--- src/rtl/hpcfg_pkg.sv ---
// constants and carriers for the hub power and port configuration bank
// assumes one 40 MHz clock and a byte-wide register port from the config loader
//
// Contract
// - bits 7..1 of the bus-power port mask disable ports 7..1 when set while bus-powered.
// - bit 0 of the bus-power port mask is reserved and always reads zero.
// - the self-power budget byte is an unsigned 2mA-step upstream draw when self-powered.
// - the bus-power budget byte is an unsigned 2mA-step upstream draw when bus-powered.
// - current fields mean value times 2mA, so 50 stands for 100mA.
// - all four registers clear to zero on reset.
// - the power source select bit picks self-powered when one, bus-powered when zero.
// - the compound bit marks whether an embedded peripheral is part of the hub.
package hpcfg_pkg;
  localparam logic [7:0] OFS_PORT_OFF_MASK_BUS   = 8'h0b;
  localparam logic [7:0] OFS_SELF_POWER_BUDGET   = 8'h0c;
  localparam logic [7:0] OFS_BUS_POWER_BUDGET    = 8'h0d;
  localparam logic [7:0] OFS_CTRL_DRAW_SELF      = 8'h0e;
  localparam logic [7:0] RESET_VALUE             = 8'h00;
  localparam logic [7:0] PORT_MASK_WRITABLE      = 8'hfe;
  localparam int         MA_PER_STEP             = 2;
  localparam int         CURRENT_MA_WIDTH        = 9;
  localparam logic [7:0] SELF_POWER_LIMIT_STEPS  = 8'h32;

  typedef struct packed {
    logic [7:0] port_mask;
    logic [7:0] budget;
    logic [8:0] budget_ma;
    logic       over_limit;
  } hpcfg_power_view_t;
endpackage

--- src/rtl/hpcfg_read_mux.sv ---
// read data selection for the power configuration bank
// assumes register values stable from the top module; purely combinational
`timescale 1ns/1ps
module hpcfg_read_mux
(
  input  wire logic [7:0] addr,
  input  wire logic [7:0] port_mask,
  input  wire logic [7:0] self_budget,
  input  wire logic [7:0] bus_budget,
  input  wire logic [7:0] ctrl_draw,
  output logic      [7:0] rdata,
  output logic            hit
);
  // decode offset, undefined offsets read zero
  always_comb
  begin
    hit   = 1'b1;
    rdata = hpcfg_pkg::RESET_VALUE;
    case (addr)
      hpcfg_pkg::OFS_PORT_OFF_MASK_BUS:
        rdata = port_mask & hpcfg_pkg::PORT_MASK_WRITABLE;
      hpcfg_pkg::OFS_SELF_POWER_BUDGET: rdata = self_budget;
      hpcfg_pkg::OFS_BUS_POWER_BUDGET:  rdata = bus_budget;
      hpcfg_pkg::OFS_CTRL_DRAW_SELF:    rdata = ctrl_draw;
      default:                          hit   = 1'b0;
    endcase
  end
endmodule

--- src/rtl/hpcfg_regs.sv ---
// hub power and port configuration registers with mode-dependent view
// assumes the config loader (eeprom or smbus engine) drives a same-clock byte port
// assumes the power source and compound bits arrive as levels on the same clock
// outputs are registered views; unmapped writes are dropped, unmapped reads give zero
`timescale 1ns/1ps
module hpcfg_regs
(
  input  wire logic                          SYS_CLK,
  input  wire logic                          SYS_RST,
  input  wire logic                          CFG_WR,
  input  wire logic                          CFG_RD,
  input  wire logic [7:0]                    CFG_ADDR,
  input  wire logic [7:0]                    CFG_WDATA,
  input  wire logic                          POWER_SOURCE_SELECT,
  input  wire logic                          COMPOUND_DEVICE,
  output logic      [7:0]                    CFG_RDATA,
  output logic                               CFG_RD_HIT,
  output logic      [7:0]                    PORT_OFF_ACTIVE,
  output logic      [7:0]                    POWER_BUDGET_ACTIVE,
  output logic      [hpcfg_pkg::CURRENT_MA_WIDTH-1:0] POWER_BUDGET_MA,
  output logic      [hpcfg_pkg::CURRENT_MA_WIDTH-1:0] CONTROLLER_DRAW_MA,
  output logic                               SELF_POWER_OVER_LIMIT,
  output logic                               COMPOUND_ACTIVE
);
  logic [7:0]                    port_off_mask_bus_power_reg;
  logic [7:0]                    self_power_budget_reg;
  logic [7:0]                    bus_power_budget_reg;
  logic [7:0]                    controller_draw_self_power_reg;
  logic [7:0]                    rdata_next;
  logic                          hit_next;
  hpcfg_pkg::hpcfg_power_view_t  view_next;

  // true for the four offsets this bank answers
  function automatic logic reg_mapped(input logic [7:0] a);
    return (a >= hpcfg_pkg::OFS_PORT_OFF_MASK_BUS) && (a <= hpcfg_pkg::OFS_CTRL_DRAW_SELF);
  endfunction

  // register writes; bit 0 of the mask is never stored
  // masking on the way in means no read or view can ever show the reserved bit
  always_ff @(posedge SYS_CLK)
  begin
    if (SYS_RST)
    begin
      port_off_mask_bus_power_reg    <= hpcfg_pkg::RESET_VALUE;
      self_power_budget_reg          <= hpcfg_pkg::RESET_VALUE;
      bus_power_budget_reg           <= hpcfg_pkg::RESET_VALUE;
      controller_draw_self_power_reg <= hpcfg_pkg::RESET_VALUE;
    end
    else if (CFG_WR)
    begin
      case (CFG_ADDR)
        hpcfg_pkg::OFS_PORT_OFF_MASK_BUS:
          port_off_mask_bus_power_reg <= CFG_WDATA & hpcfg_pkg::PORT_MASK_WRITABLE;
        hpcfg_pkg::OFS_SELF_POWER_BUDGET:
          self_power_budget_reg <= CFG_WDATA;
        hpcfg_pkg::OFS_BUS_POWER_BUDGET:
          bus_power_budget_reg <= CFG_WDATA;
        hpcfg_pkg::OFS_CTRL_DRAW_SELF:
          controller_draw_self_power_reg <= CFG_WDATA;
        default:
          port_off_mask_bus_power_reg <= port_off_mask_bus_power_reg; // unmapped: no effect
      endcase
    end
  end

  hpcfg_read_mux u_read_mux
  (
    .addr        (CFG_ADDR),
    .port_mask   (port_off_mask_bus_power_reg),
    .self_budget (self_power_budget_reg),
    .bus_budget  (bus_power_budget_reg),
    .ctrl_draw   (controller_draw_self_power_reg),
    .rdata       (rdata_next),
    .hit         (hit_next)
  );

  // registered read answer, one cycle after strobe
  // data drops back to zero the cycle after the read strobe goes low so a stale byte is never taken twice
  always_ff @(posedge SYS_CLK)
  begin
    if (SYS_RST)
    begin
      CFG_RDATA  <= 8'h00;
      CFG_RD_HIT <= 1'b0;
    end
    else
    begin
      CFG_RDATA  <= CFG_RD ? rdata_next : 8'h00;
      CFG_RD_HIT <= CFG_RD & hit_next;
    end
  end

  // select active settings by power source; bus mask only in bus mode
  // the self-power mask lives outside this bank, so self mode shows no port off
  always_comb
  begin
    if (POWER_SOURCE_SELECT)
    begin
      view_next.port_mask = 8'h00;
      view_next.budget    = self_power_budget_reg;
    end
    else
    begin
      view_next.port_mask = port_off_mask_bus_power_reg;
      view_next.budget    = bus_power_budget_reg;
    end
    view_next.budget_ma  = {view_next.budget, 1'b0};
    view_next.over_limit = (self_power_budget_reg > hpcfg_pkg::SELF_POWER_LIMIT_STEPS) |
                           (controller_draw_self_power_reg > hpcfg_pkg::SELF_POWER_LIMIT_STEPS);
  end

  // registered outputs toward the hub core
  always_ff @(posedge SYS_CLK)
  begin
    if (SYS_RST)
    begin
      PORT_OFF_ACTIVE       <= 8'h00;
      POWER_BUDGET_ACTIVE   <= 8'h00;
      POWER_BUDGET_MA       <= '0;
      CONTROLLER_DRAW_MA    <= '0;
      SELF_POWER_OVER_LIMIT <= 1'b0;
      COMPOUND_ACTIVE       <= 1'b0;
    end
    else
    begin
      PORT_OFF_ACTIVE       <= view_next.port_mask;
      POWER_BUDGET_ACTIVE   <= view_next.budget;
      POWER_BUDGET_MA       <= view_next.budget_ma;
      CONTROLLER_DRAW_MA    <= {controller_draw_self_power_reg, 1'b0};
      SELF_POWER_OVER_LIMIT <= view_next.over_limit; // flags a breach of the 100mA cap
      COMPOUND_ACTIVE       <= COMPOUND_DEVICE;
    end
  end

  // stored bytes follow each write to their own offset
  a_mask_store: assert property (@(posedge SYS_CLK) disable iff (SYS_RST)
    CFG_WR && CFG_ADDR == hpcfg_pkg::OFS_PORT_OFF_MASK_BUS
    |=> port_off_mask_bus_power_reg == ($past(CFG_WDATA) & hpcfg_pkg::PORT_MASK_WRITABLE))
    else $error("mask store wrong");
  a_self_budget_store: assert property (@(posedge SYS_CLK) disable iff (SYS_RST)
    CFG_WR && CFG_ADDR == hpcfg_pkg::OFS_SELF_POWER_BUDGET
    |=> self_power_budget_reg == $past(CFG_WDATA))
    else $error("self budget store wrong");
  a_bus_budget_store: assert property (@(posedge SYS_CLK) disable iff (SYS_RST)
    CFG_WR && CFG_ADDR == hpcfg_pkg::OFS_BUS_POWER_BUDGET
    |=> bus_power_budget_reg == $past(CFG_WDATA))
    else $error("bus budget store wrong");
  a_unmapped_write: assert property (@(posedge SYS_CLK) disable iff (SYS_RST)
    CFG_WR && !reg_mapped(CFG_ADDR)
    |=> $stable(port_off_mask_bus_power_reg) && $stable(self_power_budget_reg) &&
    $stable(bus_power_budget_reg) && $stable(controller_draw_self_power_reg))
    else $error("unmapped write changed a register");

  // read answers, views and reset
  a_mask_bit0_zero: assert property (@(posedge SYS_CLK) disable iff (SYS_RST)
    CFG_RD && CFG_ADDR == hpcfg_pkg::OFS_PORT_OFF_MASK_BUS |=> CFG_RDATA[0] == 1'b0)
    else $error("mask bit 0 read nonzero");
  a_mask_write_read: assert property (@(posedge SYS_CLK) disable iff (SYS_RST)
    CFG_WR && CFG_ADDR == hpcfg_pkg::OFS_PORT_OFF_MASK_BUS && !CFG_RD ##1
    CFG_RD && !CFG_WR && CFG_ADDR == hpcfg_pkg::OFS_PORT_OFF_MASK_BUS
    |=> CFG_RDATA == ($past(CFG_WDATA, 2) & 8'hfe))
    else $error("mask readback mismatch");
  a_self_budget_rw: assert property (@(posedge SYS_CLK) disable iff (SYS_RST)
    CFG_WR && CFG_ADDR == hpcfg_pkg::OFS_SELF_POWER_BUDGET ##1
    CFG_RD && !CFG_WR && CFG_ADDR == hpcfg_pkg::OFS_SELF_POWER_BUDGET
    |=> CFG_RDATA == $past(CFG_WDATA, 2))
    else $error("self budget readback mismatch");
  a_bus_budget_rw: assert property (@(posedge SYS_CLK) disable iff (SYS_RST)
    CFG_WR && CFG_ADDR == hpcfg_pkg::OFS_BUS_POWER_BUDGET ##1
    CFG_RD && !CFG_WR && CFG_ADDR == hpcfg_pkg::OFS_BUS_POWER_BUDGET
    |=> CFG_RDATA == $past(CFG_WDATA, 2))
    else $error("bus budget readback mismatch");
  a_ma_scaling: assert property (@(posedge SYS_CLK) disable iff (SYS_RST)
    POWER_BUDGET_MA == 9'(POWER_BUDGET_ACTIVE) * 9'd2)
    else $error("budget mA scaling wrong");
  a_reset_clears: assert property (@(posedge SYS_CLK)
    $past(SYS_RST) && SYS_RST |-> port_off_mask_bus_power_reg == 8'h00 &&
    self_power_budget_reg == 8'h00 && bus_power_budget_reg == 8'h00 &&
    controller_draw_self_power_reg == 8'h00)
    else $error("register not cleared by reset");
  a_self_mode_view: assert property (@(posedge SYS_CLK) disable iff (SYS_RST)
    POWER_SOURCE_SELECT && !(CFG_WR && CFG_ADDR == hpcfg_pkg::OFS_SELF_POWER_BUDGET)
    |=> PORT_OFF_ACTIVE == 8'h00 && POWER_BUDGET_ACTIVE == self_power_budget_reg)
    else $error("self mode view wrong");
  a_bus_mode_view: assert property (@(posedge SYS_CLK) disable iff (SYS_RST)
    !POWER_SOURCE_SELECT && !CFG_WR
    |=> PORT_OFF_ACTIVE == port_off_mask_bus_power_reg &&
    POWER_BUDGET_ACTIVE == bus_power_budget_reg)
    else $error("bus mode view wrong");
  a_compound_follow: assert property (@(posedge SYS_CLK) disable iff (SYS_RST)
    COMPOUND_DEVICE ##1 COMPOUND_DEVICE |-> COMPOUND_ACTIVE)
    else $error("compound flag not followed");

  // controller draw, over-limit flag and compound copy
  a_ctrl_draw_rw: assert property (@(posedge SYS_CLK) disable iff (SYS_RST)
    CFG_WR && CFG_ADDR == hpcfg_pkg::OFS_CTRL_DRAW_SELF ##1
    CFG_RD && !CFG_WR && CFG_ADDR == hpcfg_pkg::OFS_CTRL_DRAW_SELF
    |=> CFG_RDATA == $past(CFG_WDATA, 2))
    else $error("controller draw readback mismatch");
  a_ctrl_ma_scaling: assert property (@(posedge SYS_CLK) disable iff (SYS_RST)
    1'b1 |=> CONTROLLER_DRAW_MA ==
    9'($past(controller_draw_self_power_reg)) * 9'(hpcfg_pkg::MA_PER_STEP))
    else $error("controller draw mA scaling wrong");
  a_over_limit_flag: assert property (@(posedge SYS_CLK) disable iff (SYS_RST)
    1'b1 |=> SELF_POWER_OVER_LIMIT ==
    ($past(self_power_budget_reg) > hpcfg_pkg::SELF_POWER_LIMIT_STEPS ||
     $past(controller_draw_self_power_reg) > hpcfg_pkg::SELF_POWER_LIMIT_STEPS))
    else $error("over limit flag wrong");
  a_compound_clear: assert property (@(posedge SYS_CLK) disable iff (SYS_RST)
    !COMPOUND_DEVICE |=> !COMPOUND_ACTIVE)
    else $error("compound flag not cleared");

  // reserved bit on the active mask, idle read lines, read hit and reset
  a_port_bit0_idle: assert property (@(posedge SYS_CLK) disable iff (SYS_RST)
    PORT_OFF_ACTIVE[0] == 1'b0)
    else $error("active port mask bit 0 set");
  a_read_idle_zero: assert property (@(posedge SYS_CLK) disable iff (SYS_RST)
    !CFG_RD |=> CFG_RDATA == 8'h00 && !CFG_RD_HIT)
    else $error("read lines not idle");
  a_read_hit_mapped: assert property (@(posedge SYS_CLK) disable iff (SYS_RST)
    CFG_RD |=> CFG_RD_HIT == reg_mapped($past(CFG_ADDR)))
    else $error("read hit flag wrong");
  a_outputs_reset: assert property (@(posedge SYS_CLK)
    SYS_RST |=> PORT_OFF_ACTIVE == 8'h00 && POWER_BUDGET_ACTIVE == 8'h00 &&
    POWER_BUDGET_MA == 9'h000 && CONTROLLER_DRAW_MA == 9'h000 &&
    !SELF_POWER_OVER_LIMIT && !COMPOUND_ACTIVE && !CFG_RD_HIT && CFG_RDATA == 8'h00)
    else $error("outputs not cleared by reset");
endmodule

--- config.mk ---
export PLATFORM = sky130hd
export DESIGN_NAME = hpcfg_regs
export DESIGN_NICKNAME = d
export VERILOG_FILES = /design/src/rtl/hpcfg_pkg.sv /design/src/rtl/hpcfg_read_mux.sv /design/src/rtl/hpcfg_regs.sv
export SDC_FILE = /design/constraint.sdc
export NUM_CORES = 1
export LEC_CHECK = 0
export BUFFER_PORTS_ARGS = -buffer_cell sky130_fd_sc_hd__buf_2
export CORE_MARGIN = 2
export CORE_UTILIZATION = 52
export DETAILED_ROUTE_END_ITERATION = 8
export GPL_ROUTABILITY_DRIVEN = 0
export PLACE_DENSITY = 0.78
export SLEW_MARGIN = 20
export SYNTH_ARGS = -nofsm -noshare
export SYNTH_HDL_FRONTEND = slang
export SYNTH_SLANG_ARGS = --single-unit
--- constraint.sdc ---
create_clock -name SYS_CLK -period 1.3 [get_ports SYS_CLK]
set_input_delay 0.065 -clock SYS_CLK [delete_from_list [all_inputs] [get_ports SYS_CLK]]
set_output_delay 0.065 -clock SYS_CLK [all_outputs]
set_load 0.01 [all_outputs]
# After elaboration in Yosys (flattened, before gate mapping)
# Index checks and enable logic that the tools add are counted.
dict set report classes {
  n_lt_le_gt_ge 2
  eq_ne 4
  mux 3
  bitwise 3
  reduce_logical 7
}
# op n
set ops {}
lappend ops {{$eq A8 B4 Y1 const B} 4}
lappend ops {{$pmux W8 S4} 1}
lappend ops {{$gt A8 B6 Y1 const B} 2}
lappend ops {{$mux W8} 1}
lappend ops {{$reduce_and A2 Y1} 4}
lappend ops {{$reduce_or A2 Y1} 2}
lappend ops {{$reduce_or A4 Y1} 1}
lappend ops {{$and A1 B1 Y1} 1}
lappend ops {{$mux W1} 1}
lappend ops {{$not A1 Y1} 1}
lappend ops {{$or A1 B1 Y1} 1}
dict set report word_totals {
  ff_bits 67
  in_bits 22
  output_inout_bits 45
  elab_cells 32
}

# Depth between registers and ports, before layout
# Gate-level depths: netlist of run 1.
dict set report depth {
  depth_word 4
  ltp_mapped 5
}

# Hierarchy
# Synthesis of run 1 repeated with hierarchy kept, for this count alone.
dict set report unflattened {
  cells_unflattened 272
  area_unflattened_um2 2825.2
}
# mod instances cells_per_inst area_each_um2
set modules_own_cells {}
lappend modules_own_cells {hpcfg_regs 1 213 2376.0}
lappend modules_own_cells {hpcfg_read_mux 1 59 449.2}

# Least setup slack after synthesis of run 1
# OpenSTA, ideal clock, no wires.
dict set report synth_timing {
  path_kind {input port to flip-flop}
  start {input port CFG_ADDR[5]}
  end {register self_power_budget_reg[1]}
  arrival_time_ns 1.042
  slack_ns 0.187
  stages 4
  path_buffers 1
  cell_sequence {nor4_4 and4_2 buf_6 mux2i_1}
}
dict set report synth_between {
  elab_chain_len 2
}
# element line
set synth_lines {}
lappend synth_lines {{start, declared} hpcfg_regs.sv:12} ;# input wire logic [7:0] CFG_ADDR,
lappend synth_lines {{$eq A8 B4 Y1} hpcfg_regs.sv:51} ;# case (CFG_ADDR)
lappend synth_lines {{$reduce_and A2 Y1 (no line)} -}
lappend synth_lines {{end signal, assigned} hpcfg_regs.sv:45} ;# self_power_budget_reg <= hpcfg_pkg::RESET_VALUE;
lappend synth_lines {{end, declared} hpcfg_regs.sv:26} ;# logic [7:0] self_power_budget_reg;
# Every way passes these cells.
# A chain may end at the register's enable or synchronous reset.

# Worst setup path after layout of run 1
dict set report layout_timing {
  start {register controller_draw_self_power_reg[1]}
  end {register SELF_POWER_OVER_LIMIT}
}
dict set report layout_between {
  elab_chain_len 2
}
# element line
set layout_lines {}
lappend layout_lines {{start, declared} hpcfg_regs.sv:28} ;# logic [7:0] controller_draw_self_power_reg;
lappend layout_lines {{start signal, assigned} hpcfg_regs.sv:47} ;# controller_draw_self_power_reg <= hpcfg_pkg::RESET_VALUE;
lappend layout_lines {{$gt A8 B6 Y1} hpcfg_regs.sv:109} ;# (controller_draw_self_power_reg > hpcfg_pkg::SELF_POWER_LIMIT_STEPS);
lappend layout_lines {{$or A1 B1 Y1} hpcfg_regs.sv:108} ;# view_next.over_limit = (self_power_budget_reg > hpcfg_pkg::SELF_POWER_LIMIT_STEPS) |
lappend layout_lines {{end signal, assigned} hpcfg_regs.sv:130} ;# SELF_POWER_OVER_LIMIT <= view_next.over_limit;
lappend layout_lines {{end, declared} hpcfg_regs.sv:22} ;# output logic SELF_POWER_OVER_LIMIT,
# Every way passes these cells.

==> impl_metrics.toml, run 1 <==
[timing]
rsz0062_at_grt = "false"
hold_viol = 0
max_freq_mhz = 1020
slew_viol_final = 0
setup_tns_ns = 0
min_period_over_period_pct = 75.4
setup_viol = 0
layout_min_cycle_time_ns = 0.981
whs_ns = 0.0662
fin_ws_ns = 0.319
skew_ns = 0.00733

[final_layout]
mostFrequentLayoutCell = "dfxtp_1"
drive_gt1_share_pct = 31.6
register_area_um2 = 1300
n_fill_cell = 429
areaGrowthSynthToFinish_pct = 21.8
multiInputGateArea_um2 = 1210
diodes = 0
mostFrequentLayoutCells = "dfxtp_1 (65), buf_2 (63), mux2i_1 (40)"
fin_area_um2 = 3250
nets = 343
final_core_util_pct = 64.5

[synth]
synth.avg_cell_area_um2 = 10.5
synth_top_family_by_area = "simple AND/OR/NAND/NOR gates"
synth_xor_area_share_pct = 0
synth-seq-area-share_pct = 48.7
yosys_warnings = 0
synth_compound_area_share_pct = 4.78
yosysTopAreaCell = "dfxtp_1"
synth_area_leaders = "dfxtp_1 (49%), mux2i_1 (15%), nand2b_1 (9.1%), and3b_1 (4.3%), buf_4 (3.1%)"
synthMuxAreaShare_pct = 17.9
yosysUniqueCellTypes = 31
yosys_register_bits = 65
synth_edf_count = 0
syn_inst = 255
synth_fa_ha_area_share_pct = 0
async_flop_share_pct = 0
synth_area_um2 = 2670
yosys_most_used_dff = "dfxtp_1"
synth_top_area_share_pct = 48.7
synthSimpleGateAreaFrac_pct = 22.0

[place]
dp_hpwl_um = 4090
place_ws_ns = 0.0249
placed_cell_area_um2 = 3030
port_buffers = 63

[pwr]
p_per_area_nw_per_um2 = 1230
p_int_w = 0.00315
pwr-share-comb_pct = 5.0
ir_drop_mv = 1.02
leakagePower_nw = 1.71
switchingPower_w = 0.000845
power_frac_seq_pct = 49.9
swShare_pct = 21.2
power_frac_clock_pct = 45.1

[clocking]
root_buffer = "clkbuf_8"
htree_num_levels = 3
cts_tree = "yes"
clock-sinks = 65
cts_resized = 0
clkTransAtPathRegs_ns = 0.07
holdBufCountCts = 1
post-cts-setup-buffers = 0
cts.path.max_buffers = 2
cts_buffers = 9
clk_latency_ns = 0.34

[floorplan]
start_util_pct = 53.0
die_y_um = 75.7
die-width_um = 75.7
rows = 26
core_area_um2 = 5040
pin_count = 67
die_area_um2 = 5730

[grt]
antenna_found_initial = 0
grt_use_total_pct = 20.6
gr-total-overflow = 0
grt_max_degree = 24
grt_pass1_vias = 1711
grt_pass1_wl_um = 8380

[worst_setup_path]
crit_chain = "a211o_1, nand3_1, a31oi_1"
max_stage_delay_ns = 0.33
cp.depth = 3
arrival_ns = 1.19
path_buf_inv = 0
r2r-end = "SELF_POWER_OVER_LIMIT"
end_kind = "flip-flop"
path_max_fanout = 3
path_class = "reg2reg"
cp-startpoint = "controller_draw_self_power_reg[1]"
critPathCapture = "SELF_POWER_OVER_LIMIT"
cp_top_family = "compound AO/OA/AOI/OAI gates"
start_kind = "flip-flop"
ff2ff_path_depth = 3
crit_required_ns = 1.51
rrSetupSlack_ns = 0.32
cpMaxStageDelayCell = "dfxtp_1"
r2r_start = "controller_draw_self_power_reg[1]"

[routing]
num_vias = 1940
drcViolationCount = 0
wl_um = 5610
wl_per_cell_um = 14.2
drtIter0Drc = 131
first_pass_iters = 4
ant_nets = 0
via_per_inst = 4.90

[outcome]
status = "completed"

[job]
maxCapViolations = 0

[hold_path]
worstHoldPathType = "in2reg"
-- how the worst min path moves through the flow --
stage,end,cells after the start,slack [ns],start
after floorplan,COMPOUND_ACTIVE,1,0.19,COMPOUND_DEVICE
after global placement,COMPOUND_ACTIVE,2,0.28,COMPOUND_DEVICE
after detailed placement,COMPOUND_ACTIVE,2,0.28,COMPOUND_DEVICE
after CTS,controller_draw_self_power_reg[0],3,0.06,CFG_WDATA[0]
after global routing,controller_draw_self_power_reg[0],3,0.07,CFG_WDATA[0]
final,controller_draw_self_power_reg[0],3,0.07,CFG_WDATA[0]
-- layer usage --
metal  GRT usage, %  vias up  part of all wire, %
met5              0        -                    0
met4           7.60        0                 0.55
met3           6.88        2                  5.4
met2           32.0       61                   47
met1           26.9      905                   47
li1               -      972                    -
-- kinds of logic (layout without fill, tap and decap cells) --
family,count (synthesis),count (layout)
buffers and inverters,32,101
AO/OA/AOI/OAI,20,20
other,1,3
AND/OR/NAND/NOR,90,90
flip-flops,65,65
multiplexers,47,47
-- power by group through the flow --
stage	logic, W	clock network [W]	registers [W]
6_report	0.000199	0.00180	0.00200
5_1_grt	0.000213	0.00193	0.00199
4_1_cts	0.000198	0.00184	0.00200
3_5_place_dp	0.000195	0	0.00204
3_3_place_gp	0.000191	0	0.00204
2_1_floorplan	0.000113	0	0.00204
-- worst register-to-register path, cell delays in order (launching register included) --
cell	delay (ns)
dfxtp_1	0.33
a211o_1	0.31
nand3_1	0.11
a31oi_1	0.10
-- synth_stat cells, drive strengths merged, types with 2 or more instances --
library cell / count
dfxtp: 65
mux2i: 40
nand2b: 39
buf: 14
and3b: 13
nor2: 10
clkbuf: 9
inv: 9
and2: 8
a21oi: 7
mux2: 7
nand2: 6
o21ai: 6
nand3: 4
nor2b: 4
a211o: 2
nand4: 2
nor4: 2
-- layout make-up --
type                            count  area share (%)
Clock buffer                       10            3.92
Clock inverter                      6            2.54
Inverter                            9            1.04
Multi-Input combinational cell    160            37.1
Sequential cell                    65            40.0
Tap cell                           70            2.69
Timing Repair Buffer               76            12.8
-- metrics by stage --
step | instances | total power [W]
after floorplan | 257 | 0.00216
after global placement | 379 | 0.00223
after detailed placement | 379 | 0.00224
after CTS | 396 | 0.00403
after global routing | 396 | 0.00414
final | 396 | 0.00400
(Power assumes the default switching activity.)
==> run 2: changes to the inputs <==
Settings changed: ABC_AREA set to 1, CORE_UTILIZATION 52 to 47, PLACE_DENSITY 0.78 to 0.75.
Clock period 1.3 ns to 0.8 ns, I/O delays scaled along.
==> impl_metrics.toml, run 2 <==
[outcome]
status = "finished with violations"
violations = "negative setup slack"

[timing]
rsz0062_at_grt = "true"
setup_viol = 32
min_period_over_period_pct = 113
setup_tns_ns = -0.597
skew_ns = 0.00782
slew_viol_final = 0
max_freq_mhz = 1110
hold_viol = 0
fin_ws_ns = -0.104
layout_min_cycle_time_ns = 0.904

[floorplan]
die-width_um = 79.9
rows = 27
die_y_um = 79.9
core_area_um2 = 5540
die_area_um2 = 6380
pin_count = 67
start_util_pct = 48.9

[clocking]
root_buffer = "clkbuf_8"
clk_latency_ns = 0.34
cts_buffers = 9
clkTransAtPathRegs_ns = 0.07
cts.path.max_buffers = 2
clock-sinks = 65
cts_tree = "yes"
htree_num_levels = 3

[worst_setup_path]
crit_required_ns = 1.09
arrival_ns = 1.19
max_stage_delay_ns = 0.34
path_max_fanout = 2
cpMaxStageDelayCell = "dfxtp_2"
start_kind = "flip-flop"
ff2ff_path_depth = 6
r2r_start = "self_power_budget_reg[1]"
r2r-end = "SELF_POWER_OVER_LIMIT"
cp_top_family = "flip-flops"
rrSetupSlack_ns = -0.10
path_buf_inv = 2
end_kind = "flip-flop"
crit_chain = "inv_2, o21ai_2, nand3_2, nand3_2, nand2_2, inv_2"
path_class = "reg2reg"

[synth]
synth_fa_ha_area_share_pct = 0
yosysUniqueCellTypes = 22
yosys_register_bits = 65
async_flop_share_pct = 0
synthTopCellsByCount = "nor2_1 (81), nand2_1 (75), dfxtp_1 (65)"
synth_compound_area_share_pct = 6.65
yosys_warnings = 0
synth_top_area_share_pct = 48.1
syn_inst = 368
synth_top_family_by_area = "simple AND/OR/NAND/NOR gates"
synthSimpleGateAreaFrac_pct = 33.6
yosysTopAreaCell = "dfxtp_1"
synth.avg_cell_area_um2 = 7.36
synth_edf_count = 0
synth_area_um2 = 2710
synth_area_leaders = "dfxtp_1 (48%), nor2_1 (11%), nand2_1 (10%), nand3_1 (5.9%), inv_1 (4.6%)"
synth_xor_area_share_pct = 0
synth-seq-area-share_pct = 48.1
synthMuxAreaShare_pct = 0
yosys_most_used_dff = "dfxtp_1"
synth_most_common_cell = "nor2_1"

[place]
dp_hpwl_um = 4910
port_buffers = 63

[final_layout]
mostFrequentLayoutCell = "nor2_1"
nets = 474
final_core_util_pct = 69.0
n_fill_cell = 449
areaGrowthSynthToFinish_pct = 41.1
diodes = 0
drive_gt1_share_pct = 41.6
mostFrequentLayoutCells = "nor2_1 (76), nand2_1 (63), buf_2 (37)"

[grt]
gr-total-overflow = 0
grt_max_degree = 25
antenna_found_initial = 0
grt_pass1_vias = 2374
grt_use_total_pct = 22.5
grt_pass1_wl_um = 11000

[pwr]
leakagePower_nw = 1.83
pwr-share-comb_pct = 7.6
p_per_area_nw_per_um2 = 1740
power_frac_clock_pct = 43.2
power.total_w = 0.00666
p_int_w = 0.00508
ir_drop_mv = 1.30
power_frac_seq_pct = 49.2
swShare_pct = 23.7
switchingPower_w = 0.00158

[routing]
wl_per_cell_um = 13.4
num_vias = 2648
drcViolationCount = 0
ant_nets = 0
drtIter0Drc = 189
first_pass_iters = 6
wl_um = 7070
via_per_inst = 5.01

[job]
maxCapViolations = 0

[hold_path]
min_to = "controller_draw_self_power_reg[6]"
worstHoldPathType = "in2reg"
min_path_cells = 3
hp-start = "CFG_WDATA[6]"
==> run 2: changes by cell type after synthesis, sizes merged, moves of 11 or more <==
cell    before  now
and3b       13    0
nand2        6   78
mux2i       40    0
a21oi        7   18
nor2        10   86
o21ai        6   18
nand3        4   33
inv          9   35
nand2b      39    0
==> run 2: final cells by class <==
type	instances	area (um2)	area share (%)
clock inverter	4	51.3	1.34
inverter	36	156	4.09
tap	72	90.1	2.36
multi-input combinational	244	1210	31.7
clock buffer	12	155	4.06
sequential	65	1340	35.1
timing repair buffer	96	815	21.3
==> run 2: power groups by stage <==
stage               logic, W  clock network [W]  registers, W
floorplan           0.000253                  0       0.00335
global placement    0.000440                  0       0.00334
finish              0.000510            0.00288       0.00328
global route        0.000555            0.00306       0.00328
detailed placement  0.000448                  0       0.00334
CTS                 0.000487            0.00288       0.00327
==> run 2: worst min-delay path, cell delays in order <==
cell	delay [ns]
buf_2	0.13
nor2_1	0.06
nor2_1	0.09
==> run 2: kinds of logic (layout without fill, tap and decap cells) <==
| logic type | after synthesis | count (layout) |
|---|---|---|
| other | 1 | 3 |
| buffers and inverters | 61 | 148 |
| AO/OA/AOI/OAI | 36 | 36 |
| flip-flops | 65 | 65 |
| AND/OR/NAND/NOR | 205 | 205 |
==> run 2: worst max path at each step <==
stage,start,endpoint,slack [ns],depth (start not counted)
after floorplan,CFG_ADDR[7],CFG_RDATA[2],-0.02,9
after global placement,CFG_ADDR[7],port_off_mask_bus_power_reg[6],-0.26,8
after detailed placement,CFG_ADDR[7],port_off_mask_bus_power_reg[3],-0.30,8
after CTS,self_power_budget_reg[1],SELF_POWER_OVER_LIMIT,-0.07,6
after global routing,controller_draw_self_power_reg[7],SELF_POWER_OVER_LIMIT,-0.16,6
final,self_power_budget_reg[1],SELF_POWER_OVER_LIMIT,-0.10,6
==> run 2: per-stage QoR <==
stage / area, um2 / std cells / hold slack [ns] / setup slack, ns
after floorplan: 2780 / 370 / 0.147 / -0.0158
after global placement: 3280 / 509 / 0.252 / -0.257
after detailed placement: 3280 / 509 / 0.250 / -0.296
after CTS: 3650 / 529 / 0.00204 / -0.0699
after global routing: 3820 / 529 / 0.0161 / -0.160
final: 3820 / 529 / 0.0108 / -0.104
==> run 2: layer usage <==
| layer | up-vias | GRT usage (%) | wire [um] | part of all wire, % |
|---|---|---|---|---|
| li1 | 1304 | - | - | - |
| met2 | 115 | 34.8 | 3400 | 48 |
| met5 | - | 0 | 0 | 0 |
| met1 | 1208 | 29.5 | 2870 | 41 |
| met4 | 0 | 10.5 | 226 | 3.2 |
| met3 | 21 | 5.43 | 564 | 8.0 |
==> run 2: timing repair <==
item / CTS / global route
resized for setup: 33 / 58
pin swaps: 7 / 20
endpoints found under the setup margin: 46 / 60
hold endpoints to repair: 4 / 0
hold buffers: 3 / 0
setup buffers: 1 / 1
==> run 3: changes to the inputs <==
Settings changed: CORE_UTILIZATION 47 to 52, PLACE_DENSITY 0.75 to 0.78.
Clock period 0.8 ns to 1.01 ns, I/O delays scaled along.
==> impl_metrics.toml, run 3 (synthesis gave the netlist of run 2 again) <==
[outcome]
status = "completed"

[floorplan]
die_area_um2 = 5800
start_util_pct = 53.4
rows = 26
pin_count = 67
core_area_um2 = 5070
die_y_um = 76.2
die-width_um = 76.2

[pwr]
p_per_area_nw_per_um2 = 1580
ir_drop_mv = 1.06
power.total_w = 0.00515
leakagePower_nw = 1.62

[clocking]
cts_buffers = 9
root_buffer = "clkbuf_8"
cts.path.max_buffers = 2
cts_tree = "yes"
clkTransAtPathRegs_ns = 0.06
htree_num_levels = 3
clock-sinks = 65
clk_latency_ns = 0.34

[final_layout]
areaGrowthSynthToFinish_pct = 20.5
diodes = 0
drive_gt1_share_pct = 22.4
nets = 450
mostFrequentLayoutCells = "nor2_1 (81), nand2_1 (75), dfxtp_1 (64)"
mostFrequentLayoutCell = "nor2_1"

[timing]
layout_min_cycle_time_ns = 0.916
setup_viol = 0
whs_ns = 0.00777
rsz0062_at_grt = "false"
min_period_over_period_pct = 90.7
max_freq_mhz = 1090
skew_ns = 0.00569
slew_viol_final = 0
hold_viol = 0

[worst_setup_path]
path_class = "reg2reg"
r2r_start = "self_power_budget_reg[1]"
start_kind = "flip-flop"
crit_required_ns = 1.30
path_max_fanout = 3
end_kind = "flip-flop"
arrival_ns = 1.21
cp-startpoint = "self_power_budget_reg[1]"

[grt]
gr-max-usage-layer = "met2"
use_met1_pct = 30.4
grt_pass1_wl_um = 10000
grt_max_degree = 28
grt_use_met2_pct = 32.4
gr-total-overflow = 0
grtUsageMet3_pct = 4.74
antenna_found_initial = 0
grt_use_total_pct = 22.0
grt_pass1_vias = 2155

[routing]
num_vias = 2490
drcViolationCount = 0
wl_um = 6020
via_per_inst = 4.95
wl_per_cell_um = 12.0
first_pass_iters = 5
drtIter0Drc = 212
ant_nets = 0

[hold_path]
worstHoldPathType = "in2reg"
hp-start = "CFG_WDATA[7]"

[place]
port_buffers = 63
dp_hpwl_um = 4400

[job]
maxCapViolations = 0
-- run 3: per-stage QoR --
step | cells | setup slack [ns] | TNS [ns] | instance area (um2) | util [%]
6_report | 503 | 0.0941 | 0 | 3260 | 64.3
5_1_grt | 503 | 0.00369 | 0 | 3260 | 64.3
3_3_place_gp | 485 | -0.107 | -2.85 | 3030 | 59.8
2_1_floorplan | 370 | 0.0834 | 0 | 2720 | -
3_5_place_dp | 485 | -0.166 | -4.21 | 3030 | 59.8
4_1_cts | 503 | 0.0213 | 0 | 3260 | 64.3
-- run 3: worst paths after layout --
| check | slack [ns] | cells after the start | endpoint |
|---|---|---|---|
| min | 0.008 | 3 | controller_draw_self_power_reg[7] |
| max | 0.09 | 6 | SELF_POWER_OVER_LIMIT |
| max reg2reg | 0.09 | 6 | SELF_POWER_OVER_LIMIT |
| min reg2reg | 0.45 | 2 | PORT_OFF_ACTIVE[7] |
-- run 3: cell type report --
class                   count  area, um2
clock buffers              14        173
clock inverters             2       35.0
fillers                   462       1810
inverters                  36        136
multi-input cells         244       1100
flip-flops and latches     65       1300
well taps                  70       87.6
repair buffers             72        425
-- run 3: what timing repair did --
item | CTS | global route
resized for setup | 0 | 2
setup endpoints to repair | 0 | 1
setup buffers | 0 | 0
hold endpoints to repair | 3 | 0
hold buffers | 2 | 0
-- run 3: metal layers --
metal  up-vias  part of all wire (%)  wire [um]
met4         0                   2.7        164
met5         -                     0          0
met2       127                    42       2550
met1      1084                    45       2710
met3        19                    10        600
li1       1260                     -          -
-- run 3: worst max-delay path, stage by stage, from the launching register on --
cell and delay (ns):
dfxtp_1 0.36, inv_1 0.08, o21ai_1 0.15, nand3_1 0.10, nand3_1 0.08, nand2_1 0.05, inv_1 0.05
-- run 3: where the power goes --
part | switching [W] | internal, W
Sequential | 0.00000695 | 0.00258
Clock | 0.000920 | 0.00134
Combinational | 0.000202 | 0.000102
Total | 0.00113 | 0.00402
